[config.mk]
export PLATFORM = sky130hd
export DESIGN_NAME = scl_loader
export DESIGN_NICKNAME = d
export VERILOG_FILES = /design/src/logic/scl_loader.v
export VERILOG_INCLUDE_DIRS = /design/src /design/src/logic
export SDC_FILE = /design/constraint.sdc
export NUM_CORES = 1
export LEC_CHECK = 0
export BUFFER_PORTS_ARGS = -buffer_cell sky130_fd_sc_hd__buf_2
export CORE_MARGIN = 2
export CORE_UTILIZATION = 30
export DETAILED_ROUTE_END_ITERATION = 8
export PLACE_DENSITY = 0.48
export SYNTH_ARGS = -nofsm -noshare
export SYNTH_HDL_FRONTEND = slang
export SYNTH_SLANG_ARGS = --single-unit
[constraint.sdc]
create_clock -name sys_clk -period 5.1 [get_ports sys_clk]
set_input_delay 1.02 -clock sys_clk [delete_from_list [all_inputs] [get_ports sys_clk]]
set_output_delay 1.02 -clock sys_clk [all_outputs]
set_load 0.005 [all_outputs]
[src/logic/scl_map.vh]
// constants and field layout of the station configuration loader
//
// Function
// - selector 01 is master, 02..99 slave, 00 is an invalid setting
// - a selector address overrides the software-written station address
// - a new selector address is applied only after a one-second button hold
// - addresses 100..250 come only from the software-written configuration or a six-second stick read
// - radio link allowed only to peers with an equal network identifier
// - key module gives identifier and band; software cannot then write identifier
// - software band must be 1..8, software identifier 1..127
// - six-second hold without stick enters save mode with a rising LED chase
// - stick inserted in save mode starts the write; chase stops when done
// - a save writes the shared network set and the per-station set
// - stick present, 1..6 s press reads shared set, data LED pulses once
// - stick present, six-second hold reads both sets, data LED flashes meanwhile
// - a stick image from newer firmware than ours is refused
// - errors while saving or checking flash data and error LEDs together
`ifndef SCL_MAP_VH
`define SCL_MAP_VH

// ----------------------------------------
// timing
// ----------------------------------------
`define SCL_CLK_HZ 100000000
`define SCL_DEBOUNCE_MS 10
`define SCL_SHORT_HOLD_S 1
`define SCL_LONG_HOLD_S 6
`define SCL_BLINK_MS 125
`define SCL_PULSE_MS 250

// ----------------------------------------
// parameter image word index
// ----------------------------------------
`define SCL_W_VERSION 4'h0
`define SCL_W_MODE 4'h1
`define SCL_W_NETWORK_IDENTIFIER 4'h2
`define SCL_W_BAND 4'h3
`define SCL_W_RATE 4'h4
`define SCL_W_CRYPT 4'h5
`define SCL_W_NET_TYPE 4'h6
`define SCL_W_NAME 4'h7
`define SCL_W_ADDR 4'h8
`define SCL_W_TX_POWER 4'h9
`define SCL_W_ALLOW 4'ha
`define SCL_W_SERIAL 4'hb
`define SCL_W_LAST 4'hb

// ----------------------------------------
// reset values and limits
// ----------------------------------------
`define SCL_RST_NETWORK_IDENTIFIER 8'h7f
`define SCL_RST_BAND 8'h01
`define SCL_RST_OTHER 8'h00
`define SCL_NETWORK_IDENTIFIER_MAX 8'h7f
`define SCL_BAND_MAX 8'h08
`define SCL_ADDR_MAX 8'hfa
`define SCL_ADDR_MASTER 8'h01

`endif

[src/logic/scl_loader.v]
// station configuration loader: selector, set button, key and memory stick
`timescale 1ns/10ps
`default_nettype none
`include "scl_map.vh"

module scl_loader #(
  parameter DEBOUNCE_CYCLES = `SCL_DEBOUNCE_MS * (`SCL_CLK_HZ / 1000),
  parameter SHORT_HOLD_CYCLES = `SCL_SHORT_HOLD_S * `SCL_CLK_HZ,
  parameter LONG_HOLD_CYCLES = `SCL_LONG_HOLD_S * `SCL_CLK_HZ,
  parameter BLINK_CYCLES = `SCL_BLINK_MS * (`SCL_CLK_HZ / 1000),
  parameter PULSE_CYCLES = `SCL_PULSE_MS * (`SCL_CLK_HZ / 1000),
  // arbitrary value
  parameter [7:0] FW_VERSION = 8'h10
) (
  input wire sys_clk,
  input wire rst_b,
  input wire [3:0] selector_tens,
  input wire [3:0] selector_ones,
  input wire set_button,
  input wire stick_present,
  input wire stick_is_key,
  output reg mem_req,
  output reg mem_write,
  output reg [3:0] mem_addr,
  output reg [7:0] mem_wdata,
  input wire [7:0] mem_rdata,
  input wire mem_ack,
  input wire mem_error,
  input wire sw_wr,
  input wire [3:0] sw_sel,
  input wire [7:0] sw_wdata,
  output reg sw_write_refused,
  input wire [3:0] param_sel,
  output reg [7:0] param_rdata,
  input wire peer_valid,
  input wire [6:0] peer_network_identifier,
  output reg link_permit,
  output reg [7:0] station_address,
  output reg station_is_master,
  output reg selector_invalid,
  output reg [6:0] network_identifier,
  output reg [3:0] frequency_band,
  output reg [3:0] rssi_led,
  output reg data_activity_led,
  output reg error_led,
  output reg busy
);

  localparam ST_IDLE = 3'h0;
  localparam ST_SAVE_WAIT = 3'h1;
  localparam ST_XFER = 3'h2;
  localparam ST_COMMIT = 3'h3;
  localparam ST_PULSE = 3'h4;
  localparam ST_ERROR = 3'h5;

  localparam OP_SAVE = 2'h0;
  localparam OP_SHARED = 2'h1;
  localparam OP_FULL = 2'h2;
  localparam OP_KEY = 2'h3;

  // ----------------------------------------
  // helpers
  // ----------------------------------------
  function [7:0] last_word;
    input [1:0] op;
    begin
      case (op)
        OP_SHARED: last_word = {4'h0, `SCL_W_NET_TYPE};
        OP_KEY: last_word = {4'h0, `SCL_W_BAND};
        default: last_word = {4'h0, `SCL_W_LAST};
      endcase
    end
  endfunction

  // software write is refused: value outside its legal range, identifier locked by the key, or word not writable
  function sw_bad;
    input [3:0] sel;
    input [7:0] val;
    input locked;
    begin
      case (sel)
        `SCL_W_NETWORK_IDENTIFIER: sw_bad = locked || val == 8'h00 ||
          val > `SCL_NETWORK_IDENTIFIER_MAX;
        `SCL_W_BAND: sw_bad = val == 8'h00 || val > `SCL_BAND_MAX;
        `SCL_W_ADDR: sw_bad = val == 8'h00 || val > `SCL_ADDR_MAX;
        default: sw_bad = sel > `SCL_W_LAST || sel == `SCL_W_VERSION;
      endcase
    end
  endfunction

  reg [7:0] par [0:11];
  reg [7:0] stage [0:11];
  reg [2:0] state;
  reg [1:0] op;
  reg [3:0] ptr;
  reg key_locked;
  reg sel_valid;
  reg [7:0] sel_addr;
  reg btn;
  reg [31:0] deb_cnt;
  reg [31:0] hold_cnt;
  reg long_done;
  reg [31:0] blink_cnt;
  reg blink;
  reg [1:0] chase;
  reg [31:0] pulse_cnt;
  integer i;

  wire [7:0] sel_bin = {4'h0, selector_tens} * 8'd10 + {4'h0, selector_ones};
  wire sel_digits_ok = selector_tens < 4'ha && selector_ones < 4'ha;
  wire btn_release = btn && deb_cnt == DEBOUNCE_CYCLES - 1 && !set_button;
  wire btn_press = !btn && deb_cnt == DEBOUNCE_CYCLES - 1 && set_button;
  wire long_hit = btn && !long_done && hold_cnt == LONG_HOLD_CYCLES - 1;
  wire short_ok = hold_cnt >= SHORT_HOLD_CYCLES - 1 && !long_done;
  wire is_last = {4'h0, ptr} == last_word(op);

  // ----------------------------------------
  // button debounce and hold timer
  // ----------------------------------------
  // the raw level must hold for the whole window before it is believed
  always @(posedge sys_clk) begin
    if (!rst_b) begin
      btn <= 1'b0;
      deb_cnt <= 32'h0;
      hold_cnt <= 32'h0;
      long_done <= 1'b0;
    end else begin
      if (set_button == btn) begin
        deb_cnt <= 32'h0;
      end else if (deb_cnt == DEBOUNCE_CYCLES - 1) begin
        deb_cnt <= 32'h0;
        btn <= set_button;
      end else begin
        deb_cnt <= deb_cnt + 32'h1;
      end
      if (!btn) begin
        hold_cnt <= 32'h0;
        long_done <= 1'b0;
      end else if (long_hit) begin
        long_done <= 1'b1;
      end else if (!long_done) begin
        hold_cnt <= hold_cnt + 32'h1;
      end
    end
  end

  // ----------------------------------------
  // blink and chase timebase
  // ----------------------------------------
  always @(posedge sys_clk) begin
    if (!rst_b) begin
      blink_cnt <= 32'h0;
      blink <= 1'b0;
      chase <= 2'h0;
    end else if (blink_cnt == BLINK_CYCLES - 1) begin
      blink_cnt <= 32'h0;
      blink <= !blink;
      chase <= chase + 2'h1;
    end else begin
      blink_cnt <= blink_cnt + 32'h1;
    end
  end

  // ----------------------------------------
  // sequencer, parameter store, stick transfers
  // ----------------------------------------
  always @(posedge sys_clk) begin
    if (!rst_b) begin
      state <= ST_IDLE;
      op <= OP_SAVE;
      ptr <= 4'h0;
      key_locked <= 1'b0;
      sel_valid <= 1'b0;
      sel_addr <= 8'h00;
      selector_invalid <= 1'b0;
      mem_req <= 1'b0;
      mem_write <= 1'b0;
      mem_addr <= 4'h0;
      mem_wdata <= 8'h00;
      sw_write_refused <= 1'b0;
      pulse_cnt <= 32'h0;
      for (i = 0; i < 12; i = i + 1) begin
        par[i] <= `SCL_RST_OTHER;
        stage[i] <= `SCL_RST_OTHER;
      end
      par[`SCL_W_NETWORK_IDENTIFIER] <= `SCL_RST_NETWORK_IDENTIFIER;
      par[`SCL_W_BAND] <= `SCL_RST_BAND;
    end else begin
      sw_write_refused <= 1'b0;
      // software writes are refused when sw_bad holds, and in the commit cycle while stick data is copied into the store
      if (sw_wr) begin
        if (sw_bad(sw_sel, sw_wdata, key_locked) || state == ST_COMMIT) begin
          sw_write_refused <= 1'b1;
        end else begin
          par[sw_sel] <= sw_wdata;
        end
      end
      case (state)
        ST_IDLE: begin
          if (long_hit && !stick_present) begin
            state <= ST_SAVE_WAIT;
          end else if (long_hit && !stick_is_key) begin
            op <= OP_FULL;
            ptr <= `SCL_W_VERSION;
            state <= ST_XFER;
          end else if (btn_release && short_ok) begin
            if (!stick_present) begin
              // selector value latched only here
              if (!sel_digits_ok || sel_bin == 8'h00) begin
                selector_invalid <= 1'b1;
                sel_valid <= 1'b0;
              end else begin
                selector_invalid <= 1'b0;
                sel_valid <= 1'b1;
                sel_addr <= sel_bin;
              end
            end else if (stick_is_key) begin
              op <= OP_KEY;
              ptr <= `SCL_W_NETWORK_IDENTIFIER;
              state <= ST_XFER;
            end else begin
              op <= OP_SHARED;
              ptr <= `SCL_W_VERSION;
              state <= ST_XFER;
            end
          end
        end
        ST_SAVE_WAIT: begin
          if (stick_present && !stick_is_key) begin
            op <= OP_SAVE;
            ptr <= `SCL_W_VERSION;
            state <= ST_XFER;
          end
        end
        ST_XFER: begin
          if (!stick_present) begin
            mem_req <= 1'b0;
            state <= ST_ERROR;
          end else if (!mem_req) begin
            mem_req <= 1'b1;
            mem_write <= op == OP_SAVE;
            mem_addr <= ptr;
            mem_wdata <= ptr == `SCL_W_VERSION ? FW_VERSION : par[ptr];
          end else if (mem_ack) begin
            mem_req <= 1'b0;
            if (mem_error) begin
              state <= ST_ERROR;
            end else if (op != OP_SAVE && ptr == `SCL_W_VERSION &&
                         mem_rdata > FW_VERSION) begin
              state <= ST_ERROR;
            end else begin
              stage[ptr] <= mem_rdata;
              if (is_last) begin
                state <= op == OP_SAVE ? ST_IDLE : ST_COMMIT;
              end else begin
                ptr <= ptr + 4'h1;
              end
            end
          end
        end
        ST_COMMIT: begin
          for (i = 1; i < 12; i = i + 1) begin
            if (i <= last_word(op) && (op != OP_KEY ||
                i == `SCL_W_NETWORK_IDENTIFIER || i == `SCL_W_BAND)) begin
              par[i] <= stage[i];
            end
          end
          if (op == OP_KEY) begin
            key_locked <= 1'b1;
          end
          pulse_cnt <= 32'h0;
          state <= op == OP_FULL ? ST_IDLE : ST_PULSE;
        end
        ST_PULSE: begin
          if (pulse_cnt == PULSE_CYCLES - 1) begin
            state <= ST_IDLE;
          end else begin
            pulse_cnt <= pulse_cnt + 32'h1;
          end
        end
        ST_ERROR: begin
          // held until the user acknowledges with a fresh press
          if (btn_press) begin
            state <= ST_IDLE;
          end
        end
        default: begin
          state <= ST_IDLE;
        end
      endcase
    end
  end

  // ----------------------------------------
  // registered outputs
  // ----------------------------------------
  always @(posedge sys_clk) begin
    if (!rst_b) begin
      station_address <= 8'h00;
      station_is_master <= 1'b0;
      network_identifier <= 7'h7f;
      frequency_band <= 4'h1;
      link_permit <= 1'b0;
      param_rdata <= 8'h00;
      rssi_led <= 4'h0;
      data_activity_led <= 1'b0;
      error_led <= 1'b0;
      busy <= 1'b0;
    end else begin
      station_address <= sel_valid ? sel_addr : par[`SCL_W_ADDR];
      station_is_master <= sel_valid ? sel_addr == `SCL_ADDR_MASTER :
        par[`SCL_W_ADDR] == `SCL_ADDR_MASTER;
      network_identifier <= par[`SCL_W_NETWORK_IDENTIFIER][6:0];
      frequency_band <= par[`SCL_W_BAND][3:0];
      link_permit <= peer_valid &&
        peer_network_identifier == par[`SCL_W_NETWORK_IDENTIFIER][6:0];
      param_rdata <= param_sel > `SCL_W_LAST ? 8'h00 : par[param_sel];
      rssi_led <= (state == ST_SAVE_WAIT ||
        (state == ST_XFER && op == OP_SAVE)) ? 4'h1 << chase : 4'h0;
      data_activity_led <= state == ST_PULSE ||
        (state == ST_XFER && op == OP_FULL && blink) ||
        (state == ST_ERROR && blink);
      error_led <= state == ST_ERROR && blink;
      busy <= state != ST_IDLE;
    end
  end

endmodule
`default_nettype wire

* After elaboration in Yosys (flattened, before gate mapping)
Memories as Yosys holds them, arrays and structs flattened. A register that Yosys moved wholly into a read port is not among the register bits.
Cells that the tools add are included.
** Word-level totals
- Logic and storage cells :: 326
- Memories :: 2
- Output and inout port bits :: 52
- Bits in writable memories :: 192
- Register bits :: 192
- Bits of input ports :: 48
** Cells by class
- Shift-type cells :: 1
- Bitwise operators :: 22
- Reduce and logical (&&, ||, !) cells :: 75
- Multiplexer cells :: 131
- Order comparisons :: 20
- $add $sub $neg :: 7
- Equality and inequality tests :: 39
- $mul :: 1
** Memory list
- par :: depth 12, bits a word 8, rd ports 5, clocked after memory_dff 3, wr ports 12, RTL line scl_loader.v:91 : reg [7:0] par [0:11];
- stage :: depth 12, bits a word 8, rd ports 11, clocked after memory_dff 0, wr ports 12, RTL line scl_loader.v:92 : reg [7:0] stage [0:11];
** Operators by type and width (number)
- two-way mux 8 bit :: 19
- adder 32 x 1 -> 32 bit (second input constant) :: 4
- two-way mux 1 bit :: 68
- one-hot mux 32 bit (2 select lines) :: 1
- two-way mux 4 bit :: 15
- two-way mux 3 bit :: 14
- == test 32 x 20 -> 1 bit (second input constant) :: 1
- == test 32 x 24 -> 1 bit (second input constant) :: 1
- == test 32 x 25 -> 1 bit (second input constant) :: 1
- == test 32 x 30 -> 1 bit (second input constant) :: 1
- >= comparator 32 x 27 -> 1 bit (second input constant) :: 1
- less-or-equal comparator 3 x 8 -> 1 bit (first input constant) :: 4
- less-or-equal comparator 4 x 8 -> 1 bit (first input constant) :: 4
- two-way mux 32 bit :: 1
- logical AND 1 bit :: 28
- != test 2 bit (second input constant) :: 12
- one-hot mux 3 bit (6 select lines) :: 1
- == test 8 x 1 -> 1 bit (second input constant) :: 2
- less-or-equal comparator 2 x 8 -> 1 bit (first input constant) :: 2
- zero test 8 bit :: 2
- two-way mux 2 bit :: 8
- OR reduction 8 bit :: 2
- AND reduction 2 bit :: 7
- OR 1 bit :: 13
- other kinds (44) :: 84

* Longest topological paths before layout
Gate-level depths: netlist of run 1.
- Word-level depth :: 13
- Depth in mapped cells :: 12
- Depth with buffers taken out :: 10

* Worst setup path after synthesis of run 1
OpenSTA, ideal clock, no wires.
- Path kind :: input port to flip-flop
- From :: in selector_tens[1]
- To :: reg sel_addr[1]
- Data required time :: 4.959 ns
- Stages :: 11
- Slack :: 1.212 ns
- Library setup time :: 0.141 ns
- Buffers on the path :: 1
- Arrival :: 3.747 ns
- Path through :: ha_1 -> ha_1 -> fa_1 -> nand2_1 -> a211oi_1 -> xnor2_1 -> a21oi_1 -> a2111oi_0 -> buf_2 -> mux2i_1 -> nor2_1
** Between the ends
- Word-level cells in the longest chain between the ends :: 6
- Elaborated cells on any way between the ends :: 9
- Classes of those cells :: add/sub: 1; mul: 1; order compare: 1; bitwise: 1; reduce/logical: 5
** RTL lines
- start: declaration :: RTL line scl_loader.v:17 : input wire [3:0] selector_tens,
- multiplier 4 x 3 -> 7 bit or < comparator 4 bit (tied branches) :: RTL line scl_loader.v:109, scl_loader.v:110
- adder 8 x 4 -> 8 bit or logical AND 1 bit (tied branches) :: RTL line scl_loader.v:109, scl_loader.v:110
- zero test 8 bit or zero test 1 bit (tied branches) :: RTL line scl_loader.v:209 : if (!sel_digits_ok || sel_bin == 8'h00) begin
- logical OR 1 bit * :: RTL line scl_loader.v:209
- inverter 1 bit (no line) *
- AND reduction 6 bit (no line) *
- end signal: assignment :: RTL line scl_loader.v:215 : sel_addr <= sel_bin;
- end: declaration :: RTL line scl_loader.v:98 : reg [7:0] sel_addr;
Every way passes the cells marked *; elsewhere a longest branch is shown, timed or not.
A chain may end at the register's enable or synchronous reset.

==> results.md, run 1 <==
- Number of flops mapped to enable cells by yosys: 200
- Most used cell, CP: or3b_1
- Final setup vio count: 0
- Post-DRT Antenna Nets: 0
- Psw: 0.00210 W
- Antenna violations before repair: 9
- Drt via density: 4.97
- Drt pass-1 iters: 4
- Crit path arrival time: 4.07 ns
- Max Cap Viol: 0
- Sequential share of power: 45.6%
- Number of global-route vias before repair: 13,300
- Worst r2r path cells: 8
- Mean Syn Cell Area: 11.2 um2
- Tmin final: 3.82 ns
- Io pins: 100
- Clk Latency, worst-skew pair: 0.60 ns
- Max incr delay on CP: 0.65 ns
- Worst Path Max Fanout: 18
- Post-Syn Instances: 1,752
- Post-Syn Area: 0.0196 mm2
- Initial drt markers: 931
- Final nets: 1,917
- Fin crit share: 74.8%
- Nature of the critical path endpoint: register
- Rel. slew slack: 23.2%
- Lkg Pwr: 8.30 nW
- Clock Power Share: 43.5%
- Number of port buffers: 99
- Worst Max-Slew Pin Slew: 1.15 ns
- Largest net degree at the start of global routing: 47
- Worst-path clk slew: 0.06 ns
- Int Pwr: 0.00632 W
- DIE AREA: 0.0673 mm2
- Pre-CTS setup slack: 0.700 ns
- Most frequent cells in the layout: 223 x dfxtp_1, 200 x edfxtp_1, 194 x nor2_1
- Seq/Total Area, Yosys: 53.6%
- Netlist cell types: 75
- Setup Skew: 0.0377 ns
- Worst setup margin: 1.28 ns
- Synthesis Warnings: 0
- Root buffer cell: clkbuf_16
- WS Path Type: in2reg
- DRC viols: 0
- Post-CTS Setup Inserts: 0
- Sw Ratio: 25.0%
- Worst Hold Depth: 1
- Die Y-Extent: 259 um
- Detailed placer's ending HPWL: 39,500 um
- Vias after detailed routing: 13,700
- TritonCTS Buffers: 49
- Initial Util: 30.4%
- RSZ-0062 raised after global routing: false
- Avg WL per Cell: 19.7 um
- Slowest cell on crit path: or3b_1
- GP Congestion: 0.848
- GRT Residual Overflow: 0
- Crit path max-delay family: simple AND/OR/NAND/NOR gates
- Most common cell after layout, fill and taps aside: dfxtp_1
- Overall Global Routing Usage: 16.1%
- Overall power: 0.00842 W
- PwrDens: 371 mW/mm2
- Htree depth: 2
- Final wirelength: 54,100 um
- Clock Path Buffers: 3
- R2r setup slk: 1.55 ns
- Logic pwr share: 10.9%
- Layout Area Growth over Synthesis: 16.1%
- First-pass GRT wire length: 82,400 um
- Status: complete, no violations
- Worst Hold Class: reg2reg
- Std cell rows: 93
- Worst path required time: 5.35 ns
- IR drop worst, VDD: 0.222 mV
- FMAX: 0.262 GHz
- Final core occ: 35.3%
- #FFs+latches synth: 424
- Inst Count DP: 2,656
- Worst flop-to-flop path startpoint: state[0]
- Final Hold Viols: 0
- Setup TNS: 0 ns
- Reg-to-reg endpoint: par[10][3]
- Core ar.: 0.0645 mm2
- Post_cts resized: 0
- Asr flop ratio synth: 0%
- Hold Startpoint: blink_cnt[0]
- Share of layout cells above drive strength 1: 16.5%
- Worst path bufs/invs: 1
- CTS tree: built
- Hold_buf cts: 0
- CP Cell Sequence: buf_2 -> or3_1 -> o311ai_0 -> a221oi_1 -> o2111ai_2 -> or3b_1 -> or3b_1 -> nand2_1
- Hold EP: blink_cnt[0]
- Sink Count: 424
- Chip width: 259 um
- Fin cells: 2,749
- Main synth FF type: dfxtp_1
- Slew Limit Fails: 0
- Crit start category: input port
[per-layer routing]
| metal | wire length, um | vias to the layer above | global-route usage [%] |
|---|---|---|---|
| li1 | - | 6556 | - |
| met1 | 25100 | 6683 | 22.0 |
| met2 | 24200 | 331 | 25.0 |
| met3 | 3450 | 81 | 3.99 |
| met4 | 1330 | 10 | 4.79 |
| met5 | 59 | - | 0 |
[worst reg2reg max path, stage by stage (launching register included)]
cell and delay (ns):
dfxtp_1 0.39, inv_1 0.29, nor3_2 0.09, buf_4 0.23, a221oi_1 0.35, o2111ai_2 0.28, or3b_1 0.56, or3b_1 0.65
nand2_1 0.38
[flip-flops by register name, indices dropped and copies added (netlist names), 2 cells and up, named ones only]
signal	count
par	128
stage	88
blink_cnt	32
deb_cnt	32
hold_cnt	32
pulse_cnt	32
mem_wdata	8
param_rdata	8
sel_addr	8
station_address	8
network_identifier	7
frequency_band	4
mem_addr	4
ptr	4
rssi_led	4
state	3
chase	2
op	2
[stage by stage]
stage | hold slack, ns | cell area (um2)
2_1_floorplan | 0.418 | 19700
3_3_place_gp | 0.432 | 21000
3_5_place_dp | 0.436 | 21000
4_1_cts | 0.449 | 22700
5_1_grt | 0.478 | 22700
6_report | 0.443 | 22700
[cell families after synthesis]
group,synth area share [%]
buffers and inverters,3.07
other,0.0192
muxes,10.3
xor gates and xnor gates,5.50
AOI/OAI and AO/OA,8.04
adders and majority gates,1.16
DFF,53.6
and+or+nand+nor,18.3
[cell usage after synthesis, types with 9 or more instances]
library cell / instances / share of area (%)
dfxtp_1: 224 / 23
or3_1: 24 / 0.77
o22ai_1: 10 / 0.32
a221o_1: 9 / 0.46
o21ai_0: 38 / 0.97
edfxtp_1: 200 / 31
xor2_1: 69 / 3.1
clkbuf_1: 94 / 1.8
a21oi_1: 52 / 1.3
nor3_1: 30 / 0.77
mux2_4: 16 / 1.2
a22o_1: 32 / 1.4
and2_1: 58 / 1.9
nor4_1: 12 / 0.38
mux4_2: 57 / 6.6
buf_1: 10 / 0.19
a211oi_1: 14 / 0.54
nand3_1: 60 / 1.5
inv_1: 37 / 0.71
and3_1: 79 / 2.5
nand2_1: 114 / 2.2
nand4_1: 32 / 1.0
mux2i_1: 31 / 1.6
mux2_2: 16 / 0.92
xnor2_1: 54 / 2.4
nor2_1: 194 / 3.7
and4_1: 11 / 0.49
a32o_1: 19 / 0.97
nor2b_1: 12 / 0.38
ha_1: 15 / 0.96
nand2b_1: 21 / 0.67
[worst max path at each step]
stage	startpoint	to	cells past startpoint
2_1_floorplan	selector_tens[1]	sel_addr[1]	11
3_3_place_gp	sw_wdata[0]	par[10][7]	8
3_5_place_dp	sw_wdata[0]	par[10][7]	8
4_1_cts	sw_wdata[0]	par[10][7]	8
5_1_grt	sw_wdata[0]	par[10][0]	8
6_report	sw_wdata[0]	par[10][3]	8
[final cells by class]
| type | instances | area (um2) |
|---|---|---|
| Antenna cell | 3 | 7.51 |
| Clock buffer | 65 | 1400 |
| Clock inverter | 25 | 289 |
| Fill cell | 6459 | 41700 |
| Inverter | 38 | 143 |
| Multi-Input combinational cell | 1215 | 8650 |
| Sequential cell | 424 | 10500 |
| Tap cell | 855 | 1070 |
| Timing Repair Buffer | 124 | 683 |
[power by group through the flow]
stage                     Combinational, W  Sequential, W  Clock [W]
after global placement            0.000929        0.00391          0
final                             0.000922        0.00384    0.00366
after detailed placement          0.000937        0.00391          0
after floorplan                   0.000674        0.00381          0
after global routing               0.00101        0.00386    0.00388
after CTS                         0.000939        0.00384    0.00376
No activity file was read; power rests on OpenSTA's default activity.
==> run 2: changes to the inputs <==
--- a/config.mk
+++ b/config.mk
@@ -10,7 +10,7 @@
 export CORE_MARGIN = 2
 export CORE_UTILIZATION = 30
 export DETAILED_ROUTE_END_ITERATION = 8
-export PLACE_DENSITY = 0.48
+export PLACE_DENSITY = 0.49
 export SYNTH_ARGS = -nofsm -noshare
 export SYNTH_HDL_FRONTEND = slang
 export SYNTH_SLANG_ARGS = --single-unit
==> constraint.sdc (replaced) <==
create_clock -name sys_clk -period 3.5 [get_ports sys_clk]
set_input_delay 0.7 -clock sys_clk [delete_from_list [all_inputs] [get_ports sys_clk]]
set_output_delay 0.7 -clock sys_clk [all_outputs]
set_load 0.005 [all_outputs]
==> results.md, run 2 (synthesis gave the netlist of run 1 again) <==
- Status: complete, no violations
- Top Registers: par (128), stage (88)
- Rel. slew slack: 28.4% (+5.2 points)
- Clk Latency, worst-skew pair: 0.60 ns (about the same)
- Pre-CTS setup slack: -0.243 ns (-0.943 ns)
- FMAX: 0.317 GHz
- Setup TNS: 0 ns (unchanged)
- Number of global-route vias before repair: 13,900 (+4.6%)
- Std cell rows: 93 (unchanged)
- Detailed placer's ending HPWL: 40,100 um (+1.4%)
- Final wirelength: 56,800 um (+4.9%)
- Slew Limit Fails: 0 (unchanged)
- Worst setup margin: 0.342 ns (-0.942 ns)
- Antenna violations before repair: 12 (+3)
- Final setup vio count: 0 (unchanged)
- Worst path required time: 3.99 ns (-1.36 ns)
- Sw Ratio: 26.0% (+1.0 points)
- Most frequent cells in the layout: 223 x dfxtp_1, 200 x edfxtp_1, 194 x nor2_1
- Post-DRT Antenna Nets: 0 (unchanged)
- Number of port buffers: 99 (unchanged)
- TritonCTS Buffers: 49 (unchanged)
- Tmin final: 3.16 ns
- Max Cap Viol: 0 (unchanged)
- Post-CTS Setup Inserts: 0 (unchanged)
- Final Hold Viols: 0 (unchanged)
- Worst Hold Class: in2reg
- Int Pwr: 0.00899 W (+42%)
- Core ar.: 0.0645 mm2 (unchanged)
- DRC viols: 0 (unchanged)
- Drt via density: 5.00 (+0.69%)
- Area taken by multi-input logic gates: 0.00865 mm2 (unchanged)
- Logic pwr share: 12.6% (+1.7 points)
- Sequential standard cell area: 0.0105 mm2 (unchanged)
- DIE AREA: 0.0673 mm2 (unchanged)
- Overall Global Routing Usage: 16.8% (+0.73 points)
- Nature of the critical path endpoint: register
- Hold EP: link_permit
- Die Y-Extent: 259 um (unchanged)
- Initial Util: 30.4% (unchanged)
- Worst Path Max Fanout: 5 (-13)
- Post_cts resized: 0 (unchanged)
- R2r setup slk: 0.48 ns (-1.07 ns)
- GRT Residual Overflow: 0 (unchanged)
- Final core occ: 36.1% (+0.84 points)
- Initial drt markers: 1,109 (+19%)
- Largest net degree at the start of global routing: 54 (+15%)
- Vias after detailed routing: 14,100 (+3.4%)
- Chip width: 259 um (unchanged)
- Crit start category: input port
- Worst flop-to-flop path startpoint: ptr[1]
- Sink Count: 424 (unchanged)
- IR drop worst, VDD: 0.288 mV (+29%)
- Worst r2r path cells: 11 (+3)
- Hold_buf cts: 0 (unchanged)
- RSZ-0062 raised after global routing: false
- Psw: 0.00316 W (+50%)
- Htree depth: 2 (unchanged)
- Most common cell after layout, fill and taps aside: dfxtp_1
- Io pins: 100 (unchanged)
- Worst Hold Depth: 3 (+2)
- Overall power: 0.0121 W (+44%)
- WS Path Type: in2reg
- Worst-path clk slew: 0.06 ns (about the same)
- PwrDens: 522 mW/mm2 (+41%)
- Drt pass-1 iters: 5 (+1)
- Avg WL per Cell: 20.1 um (+2.1%)
- Fillcell total: 6,403 (-0.87%)
- Root buffer cell: clkbuf_16
- Hold Startpoint: peer_valid
- Crit path arrival time: 3.64 ns (-0.43 ns)
- Layout Area Growth over Synthesis: 18.8%
- First-pass GRT wire length: 86,600 um (+5.1%)
- Sequential share of power: 46.0% (+0.4 points)
- Lkg Pwr: 8.66 nW (+4.4%)
- Clock Power Share: 41.4% (-2.1 points)
- Setup Skew: 0.0343 ns (-0.00342 ns)
- Most flop-heavy register: par
- Worst Max-Slew Pin Slew: 1.07 ns (-0.0773 ns)
- CTS tree: built
- Final nets: 1,994 (+4.0%)
- Fin crit share: 90.2%
- GP Congestion: 0.857 (+0.97%)
- Largest register FFs: 128 (unchanged)
- Share of layout cells above drive strength 1: 19.7% (+3.2 points)
- Clock Path Buffers: 3 (unchanged)
- Reg-to-reg endpoint: stage[11][4]
## run 2: final cells by class
| cell class | instances | area share, % |
|---|---|---|
| Antenna cell | 4 | 0.0430 |
| Clock buffer | 69 | 6.16 |
| Clock inverter | 18 | 0.591 |
| Inverter | 38 | 0.613 |
| Multi-Input combinational cell | 1215 | 37.2 |
| Sequential cell | 424 | 45.1 |
| Tap cell | 855 | 4.60 |
| Timing Repair Buffer | 201 | 5.74 |
## run 2: layer usage
metal / part of all wire, % / wire [um] / GRT usage [%] / up-vias
met5: 0.032 / 18 / 0 / -
met4: 2.5 / 1390 / 4.84 / 4
met3: 5.8 / 3300 / 2.72 / 101
met2: 47 / 26600 / 27.7 / 384
met1: 45 / 25500 / 22.7 / 6934
li1: - / - / - / 6708
## run 2: worst max path at each step
stage	startpoint	end	slack [ns]	cells past startpoint
6_report	selector_tens[1]	sel_addr[2]	0.34	11
5_1_grt	selector_tens[1]	sel_addr[6]	0.20	11
4_1_cts	selector_tens[1]	sel_addr[2]	0.36	12
3_5_place_dp	selector_tens[1]	sel_addr[2]	-0.24	12
3_3_place_gp	selector_tens[1]	sel_addr[4]	-0.19	11
2_1_floorplan	sw_sel[1]	par[9][0]	0.008	8
## run 2: power by group through the flow
stage,Combinational (W),Clock [W],Sequential (W)
after global routing,0.00165,0.00537,0.00560
after CTS,0.00155,0.00515,0.00558
after floorplan,0.000983,0,0.00555
final,0.00153,0.00503,0.00558
after detailed placement,0.00155,0,0.00569
after global placement,0.00153,0,0.00568
## run 2: metrics by stage
step / cells / hold slack (ns) / instance area (um2)
after floorplan: 1791 / 0.418 / 19700
after CTS: 2820 / 0.347 / 23300
after global routing: 2820 / 0.384 / 23300
after detailed placement: 2733 / 0.445 / 21700
final: 2824 / 0.375 / 23300
after global placement: 2733 / 0.427 / 21700
## run 2: critical path: stages
cell and delay [ns]:
buf_2 0.11, ha_1 0.29, ha_1 0.23, fa_1 0.51, nand2_1 0.09, a2111oi_0 0.43, a21oi_1 0.13, a2111oi_2 0.63
buf_4 0.24, nor2_1 0.04, a211oi_1 0.24
